[config.mk]
export PLATFORM = sky130hd
export DESIGN_NAME = sdr_dma_req
export DESIGN_NICKNAME = d
export VERILOG_FILES = /design/src/hw/sdr_pkg.sv /design/src/hw/sdr_dma_req.sv /design/src/hw/sdr_fifo.sv /design/src/hw/sdr_req_dir.sv
export SDC_FILE = /design/constraint.sdc
export NUM_CORES = 1
export LEC_CHECK = 0
export BUFFER_PORTS_ARGS = -buffer_cell sky130_fd_sc_hd__buf_2
export CORE_MARGIN = 3
export CORE_UTILIZATION = 45
export DETAILED_ROUTE_END_ITERATION = 8
export PLACE_DENSITY = 0.65
export SLEW_MARGIN = 0
export SYNTH_ARGS = -nofsm -noshare
export SYNTH_HDL_FRONTEND = slang
export SYNTH_HIERARCHICAL = 1
export SYNTH_SLANG_ARGS = --single-unit
export TNS_END_PERCENT = 10
[constraint.sdc]
create_clock -name clk -period 2 [get_ports clk]
set_input_delay 0.2 -clock clk [delete_from_list [all_inputs] [get_ports clk]]
set_output_delay 0.2 -clock clk [all_outputs]
set_load 0.01 [all_outputs]
[src/hw/sdr_pkg.sv]
// constants for the serial port dma request logic
// assumes a single bus clock domain; the dma control register is the only software register in this block
package sdr_pkg;
   // fifo geometry: eight entries, half-depth watermark
   localparam int FIFO_DEPTH = 8;
   localparam int LEVEL_W = 4;
   localparam logic [3:0] BURST_WATERMARK = 4'h4;
   // dma control field positions and reset value
   localparam logic [7:0] DMA_CTRL_OFFSET = 8'h24;
   localparam int DMA_CTRL_RX_BIT = 0;
   localparam int DMA_CTRL_TX_BIT = 1;
   localparam logic [1:0] DMA_CTRL_RESET = 2'h0;
   // data path buffer
   localparam int BUF_DEPTH = 4;
   localparam int DATA_W = 16;
   // frame select hold/setup figures in port core clock periods
   localparam int FSS_SETUP_CYCLES = 2;
   localparam int FSS_HOLD_CYCLES = 1;
   // slave sampling state
   typedef enum logic [1:0] {SDR_IDLE, SDR_ARMED, SDR_FIRST, SDR_RUN} sdr_samp_t;
endpackage : sdr_pkg

[src/hw/sdr_dma_req.sv]
// serial port dma request logic: rx/tx single and burst requests, data buffer,
// fixed role and slave first-bit capture for the control-word format
// assumes the serial clock and frame select pins are asynchronous to clk
// Contract
// - rx single while rx fifo not empty
// - rx burst at four or more
// - tx single while a tx slot empty
// - tx burst at four or fewer
// - single and burst requests independent
// - below watermark only single request
// - requests held until matching clear
// - reassert after clear if condition holds
// - requests low when disabled
// - handshake synchronous to bus clock
// - watermark half depth, four entries
// - slave samples first bit after select low
// - role fixed, no runtime switch
// - reset clears every register bit; the frame select synchroniser resets high and the buffer storage has no reset
// - register offsets fixed from base
// - two-bit dma control, offset 0x24
`timescale 1ns/100ps
module sdr_dma_req #(
   parameter int DEPTH = sdr_pkg::FIFO_DEPTH,
   parameter int WIDTH = sdr_pkg::DATA_W,
   parameter int BUF_DEPTH = sdr_pkg::BUF_DEPTH,
   parameter bit IS_MASTER = 1'b1
) (
   // clock and reset
   input wire logic clk,
   input wire logic rstn,
   // port control
   input wire logic port_enable,
   input wire logic ctrl_write,
   input wire logic [1:0] ctrl_wdata,
   output logic [1:0] dma_control_reg,
   input wire logic control_word_mode,
   // fifo levels from the port core
   input wire logic [sdr_pkg::LEVEL_W-1:0] rx_level,
   input wire logic [sdr_pkg::LEVEL_W-1:0] tx_level,
   // dma handshake
   output logic rx_single_request,
   output logic rx_burst_request,
   input wire logic rx_request_clear,
   output logic tx_single_request,
   output logic tx_burst_request,
   input wire logic tx_request_clear,
   // slave serial pins
   input wire logic serial_clock_in,
   input wire logic frame_select_in,
   input wire logic serial_data_in,
   // captured bit stream
   output logic rx_bit_valid,
   input wire logic rx_bit_ready,
   output logic [WIDTH-1:0] rx_bit_data,
   output logic first_bit_seen,
   output logic is_master
);
   logic [1:0] ctrl_ff;
   logic rx_en;
   logic tx_en;
   logic rx_single_cond;
   logic rx_burst_cond;
   logic tx_single_cond;
   logic tx_burst_cond;
   logic [sdr_pkg::LEVEL_W-1:0] tx_empty;
   logic [2:0] sclk_sync_ff;
   logic [1:0] fss_sync_ff;
   logic [1:0] sdi_sync_ff;
   logic sclk_rise;
   sdr_pkg::sdr_samp_t state_ff;
   logic [WIDTH-1:0] shift_ff;
   logic [$clog2(WIDTH+1)-1:0] bit_cnt_ff;
   logic push_valid;
   logic push_ready;
   logic [WIDTH-1:0] push_data;
   logic first_ff;

   // dma control register, two bits
   // dma control storage
   always_ff @(posedge clk)
   begin
      if (!rstn)
      begin
         ctrl_ff <= sdr_pkg::DMA_CTRL_RESET;
      end
      else if (ctrl_write)
      begin
         ctrl_ff <= ctrl_wdata;
      end
   end
   assign dma_control_reg = ctrl_ff;

   assign rx_en = port_enable && ctrl_ff[sdr_pkg::DMA_CTRL_RX_BIT];
   assign tx_en = port_enable && ctrl_ff[sdr_pkg::DMA_CTRL_TX_BIT];

   // level conditions; the watermark is half of DEPTH
   // half depth watermark
   // tx_empty is the free room; the core never reports more than DEPTH
   assign tx_empty = sdr_pkg::LEVEL_W'(DEPTH) - tx_level;
   assign rx_single_cond = (rx_level != '0);
   assign rx_burst_cond = (rx_level >= sdr_pkg::LEVEL_W'(DEPTH / 2));
   assign tx_single_cond = (tx_empty != '0);
   assign tx_burst_cond = (tx_level <= sdr_pkg::LEVEL_W'(DEPTH / 2));

   // one generator per direction, both held until their own clear
   // independent requests
   sdr_req_dir u_rx (
      .clk(clk),
      .rstn(rstn),
      .enable(rx_en),
      .single_cond(rx_single_cond),
      .burst_cond(rx_burst_cond),
      .request_clear(rx_request_clear),
      .single_request(rx_single_request),
      .burst_request(rx_burst_request)
   );

   sdr_req_dir u_tx (
      .clk(clk),
      .rstn(rstn),
      .enable(tx_en),
      .single_cond(tx_single_cond),
      .burst_cond(tx_burst_cond),
      .request_clear(tx_request_clear),
      .single_request(tx_single_request),
      .burst_request(tx_burst_request)
   );

   // role is a build-time parameter, never a register
   // fixed role
   // a master build never enters the capture path, so its capture outputs stay quiet
   assign is_master = IS_MASTER;

   // serial clock synchroniser; stage 0 feeds only stage 1, stage 2 is for the edge
   always_ff @(posedge clk)
   begin
      if (!rstn)
      begin
         sclk_sync_ff <= 3'h0;
      end
      else
      begin
         sclk_sync_ff <= {sclk_sync_ff[1:0], serial_clock_in};
      end
   end

   // frame select synchroniser; resets to idle high so reset shows no false frame
   always_ff @(posedge clk)
   begin
      if (!rstn)
      begin
         fss_sync_ff <= 2'h3;
      end
      else
      begin
         fss_sync_ff <= {fss_sync_ff[0], frame_select_in};
      end
   end

   // data synchroniser; two stages, as deep as clock stage 1 that the edge uses, so bit and edge stay aligned
   always_ff @(posedge clk)
   begin
      if (!rstn)
      begin
         sdi_sync_ff <= 2'h0;
      end
      else
      begin
         sdi_sync_ff <= {sdi_sync_ff[0], serial_data_in};
      end
   end
   // edge from stages 1 and 2, both past the first flop
   assign sclk_rise = sclk_sync_ff[1] && !sclk_sync_ff[2];

   // slave capture: the first bit is taken on the first rising edge
   // after select goes low; the select must meet two clk setup cycles
   // first bit sampling
   always_ff @(posedge clk)
   begin
      if (!rstn || IS_MASTER || !port_enable || !control_word_mode)
      begin
         state_ff <= sdr_pkg::SDR_IDLE;
      end
      else
      begin
         unique case (state_ff)
            sdr_pkg::SDR_IDLE:
            begin
               if (fss_sync_ff[1])
               begin
                  state_ff <= sdr_pkg::SDR_ARMED;
               end
            end
            sdr_pkg::SDR_ARMED:
            begin
               if (!fss_sync_ff[1])
               begin
                  state_ff <= sdr_pkg::SDR_FIRST;
               end
            end
            sdr_pkg::SDR_FIRST:
            begin
               if (fss_sync_ff[1])
               begin
                  state_ff <= sdr_pkg::SDR_ARMED;
               end
               else if (sclk_rise)
               begin
                  state_ff <= sdr_pkg::SDR_RUN;
               end
            end
            sdr_pkg::SDR_RUN:
            begin
               if (fss_sync_ff[1])
               begin
                  state_ff <= sdr_pkg::SDR_ARMED;
               end
            end
         endcase
      end
   end

   // shift register; a full word is offered to the buffer
   always_ff @(posedge clk)
   begin
      if (!rstn || state_ff == sdr_pkg::SDR_IDLE || state_ff == sdr_pkg::SDR_ARMED)
      begin
         shift_ff <= '0;
      end
      else if (push_valid && push_ready)
      begin
         shift_ff <= '0;
      end
      else if (sclk_rise && !fss_sync_ff[1] && !push_valid)
      begin
         shift_ff <= {shift_ff[WIDTH-2:0], sdi_sync_ff[1]};
      end
   end

   // bit counter; stops at a full word and waits there for buffer room
   always_ff @(posedge clk)
   begin
      if (!rstn || state_ff == sdr_pkg::SDR_IDLE || state_ff == sdr_pkg::SDR_ARMED)
      begin
         bit_cnt_ff <= '0;
      end
      else if (push_valid && push_ready)
      begin
         bit_cnt_ff <= '0;
      end
      else if (sclk_rise && !fss_sync_ff[1] && !push_valid)
      begin
         bit_cnt_ff <= bit_cnt_ff + 1'b1;
      end
   end
   // a bit edge while the word waits for room is dropped: back-pressure
   assign push_valid = (bit_cnt_ff == ($clog2(WIDTH+1))'(WIDTH));
   assign push_data = shift_ff;

   // first bit marker, one cycle pulse when the first edge is taken
   always_ff @(posedge clk)
   begin
      if (!rstn)
      begin
         first_ff <= 1'b0;
      end
      else
      begin
         first_ff <= (state_ff == sdr_pkg::SDR_FIRST) && sclk_rise && !fss_sync_ff[1];
      end
   end
   assign first_bit_seen = first_ff;

   // captured words queue here until the consumer takes them
   sdr_fifo #(
      .WIDTH(WIDTH),
      .DEPTH(BUF_DEPTH)
   ) u_buf (
      .clk(clk),
      .rstn(rstn),
      .in_valid(push_valid),
      .in_ready(push_ready),
      .in_data(push_data),
      .out_valid(rx_bit_valid),
      .out_ready(rx_bit_ready),
      .out_data(rx_bit_data),
      .level()
   );
endmodule : sdr_dma_req

[src/hw/sdr_fifo.sv]
// parameterised valid/ready fifo used in the receive data path
// assumes one clock, synchronous active-low reset
`timescale 1ns/100ps
module sdr_fifo #(
   parameter int WIDTH = 16,
   parameter int DEPTH = 4
) (
   // clock and reset
   input wire logic clk,
   input wire logic rstn,
   // fill side
   input wire logic in_valid,
   output logic in_ready,
   input wire logic [WIDTH-1:0] in_data,
   // drain side
   output logic out_valid,
   input wire logic out_ready,
   output logic [WIDTH-1:0] out_data,
   // occupancy
   output logic [$clog2(DEPTH+1)-1:0] level
);
   localparam int AW = $clog2(DEPTH);
   logic [WIDTH-1:0] mem_ff [DEPTH];
   logic [AW-1:0] wr_ptr_ff;
   logic [AW-1:0] rd_ptr_ff;
   logic [$clog2(DEPTH+1)-1:0] cnt_ff;
   logic push;
   logic pop;

   // honest full and empty from the count
   assign in_ready = (cnt_ff != DEPTH[$clog2(DEPTH+1)-1:0]);
   assign out_valid = (cnt_ff != '0);
   assign push = in_valid && in_ready;
   assign pop = out_valid && out_ready;
   assign out_data = mem_ff[rd_ptr_ff];
   assign level = cnt_ff;

   // storage has no reset; only pointers and count carry control state
   always_ff @(posedge clk)
   begin
      if (push)
      begin
         mem_ff[wr_ptr_ff] <= in_data;
      end
   end

   // pointers wrap at depth, which need not be a power of two
   always_ff @(posedge clk)
   begin
      if (!rstn)
      begin
         wr_ptr_ff <= '0;
         rd_ptr_ff <= '0;
      end
      else
      begin
         if (push)
         begin
            wr_ptr_ff <= (wr_ptr_ff == AW'(DEPTH-1)) ? '0 : wr_ptr_ff + 1'b1;
         end
         if (pop)
         begin
            rd_ptr_ff <= (rd_ptr_ff == AW'(DEPTH-1)) ? '0 : rd_ptr_ff + 1'b1;
         end
      end
   end

   // occupancy counter
   always_ff @(posedge clk)
   begin
      if (!rstn)
      begin
         cnt_ff <= '0;
      end
      else if (push && !pop)
      begin
         cnt_ff <= cnt_ff + 1'b1;
      end
      else if (pop && !push)
      begin
         cnt_ff <= cnt_ff - 1'b1;
      end
   end
endmodule : sdr_fifo

[src/hw/sdr_req_dir.sv]
// request generator for one direction: single and burst, held until clear
// assumes level and clear are on the bus clock
`timescale 1ns/100ps
module sdr_req_dir (
   // clock and reset
   input wire logic clk,
   input wire logic rstn,
   // conditions
   input wire logic enable,
   input wire logic single_cond,
   input wire logic burst_cond,
   input wire logic request_clear,
   // requests
   output logic single_request,
   output logic burst_request
);
   logic single_ff;
   logic burst_ff;

   // set by level, held until clear; enable low forces both low
   always_ff @(posedge clk)
   begin
      if (!rstn || !enable)
      begin
         single_ff <= 1'b0;
         burst_ff <= 1'b0;
      end
      else if (request_clear)
      begin
         single_ff <= 1'b0;
         burst_ff <= 1'b0;
      end
      else
      begin
         single_ff <= single_ff | single_cond;
         burst_ff <= burst_ff | burst_cond;
      end
   end

   assign single_request = single_ff;
   assign burst_request = burst_ff;
endmodule : sdr_req_dir

==> flow_metrics.py <==
metrics = {
    "min_path": {
        "hold_path_depth": 3,
        "timing.hold.worst.class": "input pin to flip-flop",
    },
    "outcome": {
        "status": "finished, final reports clean",
    },
    "critical_path": {
        "timing.critical_path.slowest_stage_cell": "sky130_fd_sc_hd__mux4_2",
        "setup.reg_to_reg.worst_slack_ns": 0.33,
        "kind_of_start_point_of_the_critical_path": "flip-flop",
        "required_ns": 1.80,
        "arrival_ns": 1.59,
        "timing.critical_path.to_type": "primary output",
        "worst_path_largest_cell_delay_ns": 0.53,
        "critical_path.max_fanout": 16,
        "cp_cell_sequence": "buf_12 -> mux4_2 -> buf_2",
        "rr_worst_depth": 4,
        "timing.setup.critical_path_class": "flip-flop to primary output",
    },
    "grt": {
        "maximum_number_of_pins_on_one_net_before_global_route_repair": 17,
        "grt_overflow": 0,
        "initial_antenna_violation_count": 0,
        "overall_routing_resource_usage_pct": 12.6,
        "grt_first_pass_wirelength_um": 7040,
        "first_global_vias": 1522,
    },
    "clock_network": {
        "cts_repair_resize_count": 0,
        "postCtsSetupBuffers": 0,
        "clock_sink_count": 79,
        "clk_latency_ns": 0.33,
        "cts_inserted_buffers": 9,
        "clk_pin_slew_ns": 0.08,
        "cts-hold-fix-buffers": 0,
        "clock_tree.buffer_depth": 2,
        "htree_num_levels": 3,
        "cts_root_buf": "sky130_fd_sc_hd__clkbuf_8",
        "tritoncts": "built",
    },
    "drt": {
        "drt-total-wl_um": 4390,
        "avgRoutedWirePerCell_um": 12.1,
        "vias_per_cell": 4.25,
        "drc": 0,
        "postRouteAntennaNets": 0,
        "drt_first_pass_iters": 2,
        "via_count": 1538,
        "initialDrtViolationCount": 57,
    },
    "sta": {
        "rsz0062_at_grt": "no",
        "timing.final.hold_violations": 0,
        "timing.final.ws_setup_ns": 0.214,
        "report.final.slew_viol_count": 0,
        "fin_worst_hold_slack_ns": 0.117,
        "setup_total_negative_slack_ns": 0,
        "fmax_mhz": 560,
        "skew_ns": 0.00271,
        "setup_viol": 0,
        "timing.max_slew.rel_slack_pct": 65.5,
        "part_of_the_cycle_the_worst_path_needs_pct": 89.3,
        "finalCriticalPeriod_ns": 1.79,
        "worst_slew_pin_slew_ns": 0.514,
    },
    "die": {
        "floorplan.core_area_sq_um": 6490,
        "rows": 29,
        "floorplan.initialDensity_pct": 47.5,
        "top_level_ports": 46,
        "die_area_sq_um": 7890,
        "die-height_um": 88.8,
        "fp.dieW_um": 88.8,
    },
    "power": {
        "max-vdd-ir-drop_mv": 0.747,
        "static-leakage-power_nw": 1.51,
        "power_per_cell_area_nw_per_um2": 1070,
    },
    "synth": {
        "ys.warnings.count": 6,
        "syn_inst": 166,
        "postSynthRegisterBits": 79,
        "synth.yosys.seq_area_share_pct": 72.0,
        "synth_area_per_cell_sq_um": 18.6,
        "synth.distinct_cells": 34,
        "syn-cell-area_sq_um": 3090,
    },
    "place": {
        "post-place-cells": 346,
        "placement.setup.worst_slack_ns": 0.344,
        "detailedPlacementHpwl_um": 2830,
        "placement.io_buffers": 39,
        "finalWeightedCongestion": 0.677,
    },
    "final_layout": {
        "seq_area_sq_um": 2220,
        "final-instance-count-excl-fill": 362,
        "multiInputGateArea_sq_um": 1060,
        "num_antenna_cells": 0,
        "top_register": "u_buf/mem_ff",
        "area.growth.synth_to_final_pct": 22.5,
        "final_net_count": 308,
        "nFillCells": 518,
        "largest_reg_flops": 64,
        "final_layout_size_suffix_gt1_share_pct": 28.4,
    },
    "flow_run": {
        "max-cap-violations": 0,
    },
}
## cells in the mapped netlist
cell,instances,area [sq um]
sky130_fd_sc_hd__a21boi_1,1,7.51
sky130_fd_sc_hd__and2_1,3,18.8
sky130_fd_sc_hd__and2_4,1,8.76
sky130_fd_sc_hd__and3_2,4,30.0
sky130_fd_sc_hd__buf_1,1,3.75
sky130_fd_sc_hd__buf_2,2,10.0
sky130_fd_sc_hd__buf_4,3,22.5
sky130_fd_sc_hd__buf_6,1,11.3
sky130_fd_sc_hd__clkbuf_1,1,3.75
sky130_fd_sc_hd__conb_1,2,7.51
sky130_fd_sc_hd__dfxtp_1,15,300
sky130_fd_sc_hd__edfxtp_1,64,1920
sky130_fd_sc_hd__fa_1,1,20.0
sky130_fd_sc_hd__ha_1,6,75.1
sky130_fd_sc_hd__inv_1,3,11.3
sky130_fd_sc_hd__mux2i_1,4,40.0
sky130_fd_sc_hd__mux4_2,16,360
sky130_fd_sc_hd__nand2_1,5,18.8
sky130_fd_sc_hd__nand3_1,2,10.0
sky130_fd_sc_hd__nand3b_4,2,40.0
sky130_fd_sc_hd__nand4_1,1,6.26
sky130_fd_sc_hd__nor2_1,11,41.3
sky130_fd_sc_hd__nor2b_1,3,18.8
sky130_fd_sc_hd__o21a_1,1,7.51
sky130_fd_sc_hd__o21ai_0,3,15.0
sky130_fd_sc_hd__o21ai_1,1,5.00
sky130_fd_sc_hd__o31ai_1,1,7.51
sky130_fd_sc_hd__or2_1,1,6.26
sky130_fd_sc_hd__or3_1,1,6.26
sky130_fd_sc_hd__or3_2,2,15.0
sky130_fd_sc_hd__or3b_1,1,8.76
sky130_fd_sc_hd__or4b_1,1,10.0
sky130_fd_sc_hd__xnor2_1,1,8.76
sky130_fd_sc_hd__xor2_1,1,8.76
## per-layer routing
metal  vias up  GRT usage, %  wire length (um)
li1        789             -                 -
met1       709          14.9              1910
met2        32          20.7              2230
met3         8          2.89               167
met4         0          8.24                87
met5         -             0                 0
## placed cells by master (no fill, tap or decap), types with 4 or more instances in the layout
cell type                  count
sky130_fd_sc_hd__mux4_2       16
sky130_fd_sc_hd__buf_2        39
sky130_fd_sc_hd__clkbuf_8      9
sky130_fd_sc_hd__dfxtp_1      15
sky130_fd_sc_hd__and3_2        4
sky130_fd_sc_hd__nand2_1       5
sky130_fd_sc_hd__edfxtp_1     64
sky130_fd_sc_hd__conb_1       72
sky130_fd_sc_hd__mux2i_1       4
sky130_fd_sc_hd__ha_1          6
sky130_fd_sc_hd__nor2_1       11
## final timing paths
path,from,endpoint
setup / recovery,flip-flop,rx_bit_data[7]
hold reg to reg,u_tx/burst_request,u_tx/burst_request
setup reg to reg,u_buf/level[0],u_buf/level[2]
hold / removal,ctrl_wdata[1],dma_control_reg[1]
## per-stage QoR
step / area [sq um] / utilization, % / power, mW
6_report: 3780 / 58.2 / 4.05
3_3_place_gp: 3620 / 55.7 / 3.08
3_5_place_dp: 3620 / 55.7 / 3.09
4_1_cts: 3780 / 58.2 / 4.08
2_1_floorplan: 3350 / - / 2.83
5_1_grt: 3780 / 58.2 / 4.30
## area by class of cell
type                            instances  area share [%]
Inverter                                3           0.298
Clock inverter                          6           0.992
Timing Repair Buffer                   41            5.89
Tap cell                               77            2.55
Clock buffer                           10            3.37
Multi-Input combinational cell        146            28.2
Sequential cell                        79            58.7
## logic make-up (layout without fill, tap and decap cells)
group,count (synthesis),in the layout,synth area share [%]
XOR/XNOR,2,2,0.568
AO/OA/AOI/OAI,7,7,1.38
flip-flops,79,79,72.0
other,2,72,0.243
buffers and inverters,11,60,2.03
AND/OR/NAND/NOR,38,38,7.74
adder cells (fa/ha/maj),7,7,3.08
multiplexers,20,20,13.0
## power by group
part	internal, mW	total (mW)	switching [mW]
Sequential	1.98	2.07	0.0848
Clock	0.443	0.980	0.537
Combinational	0.506	0.999	0.492
## critical path, delay by kind of cell (launching register included)
family / cells / cell delay [ns]
muxes: 1 / 0.53
buffers and inverters: 2 / 0.35
DFF: 1 / 0.36
(Power assumes the default switching activity.)
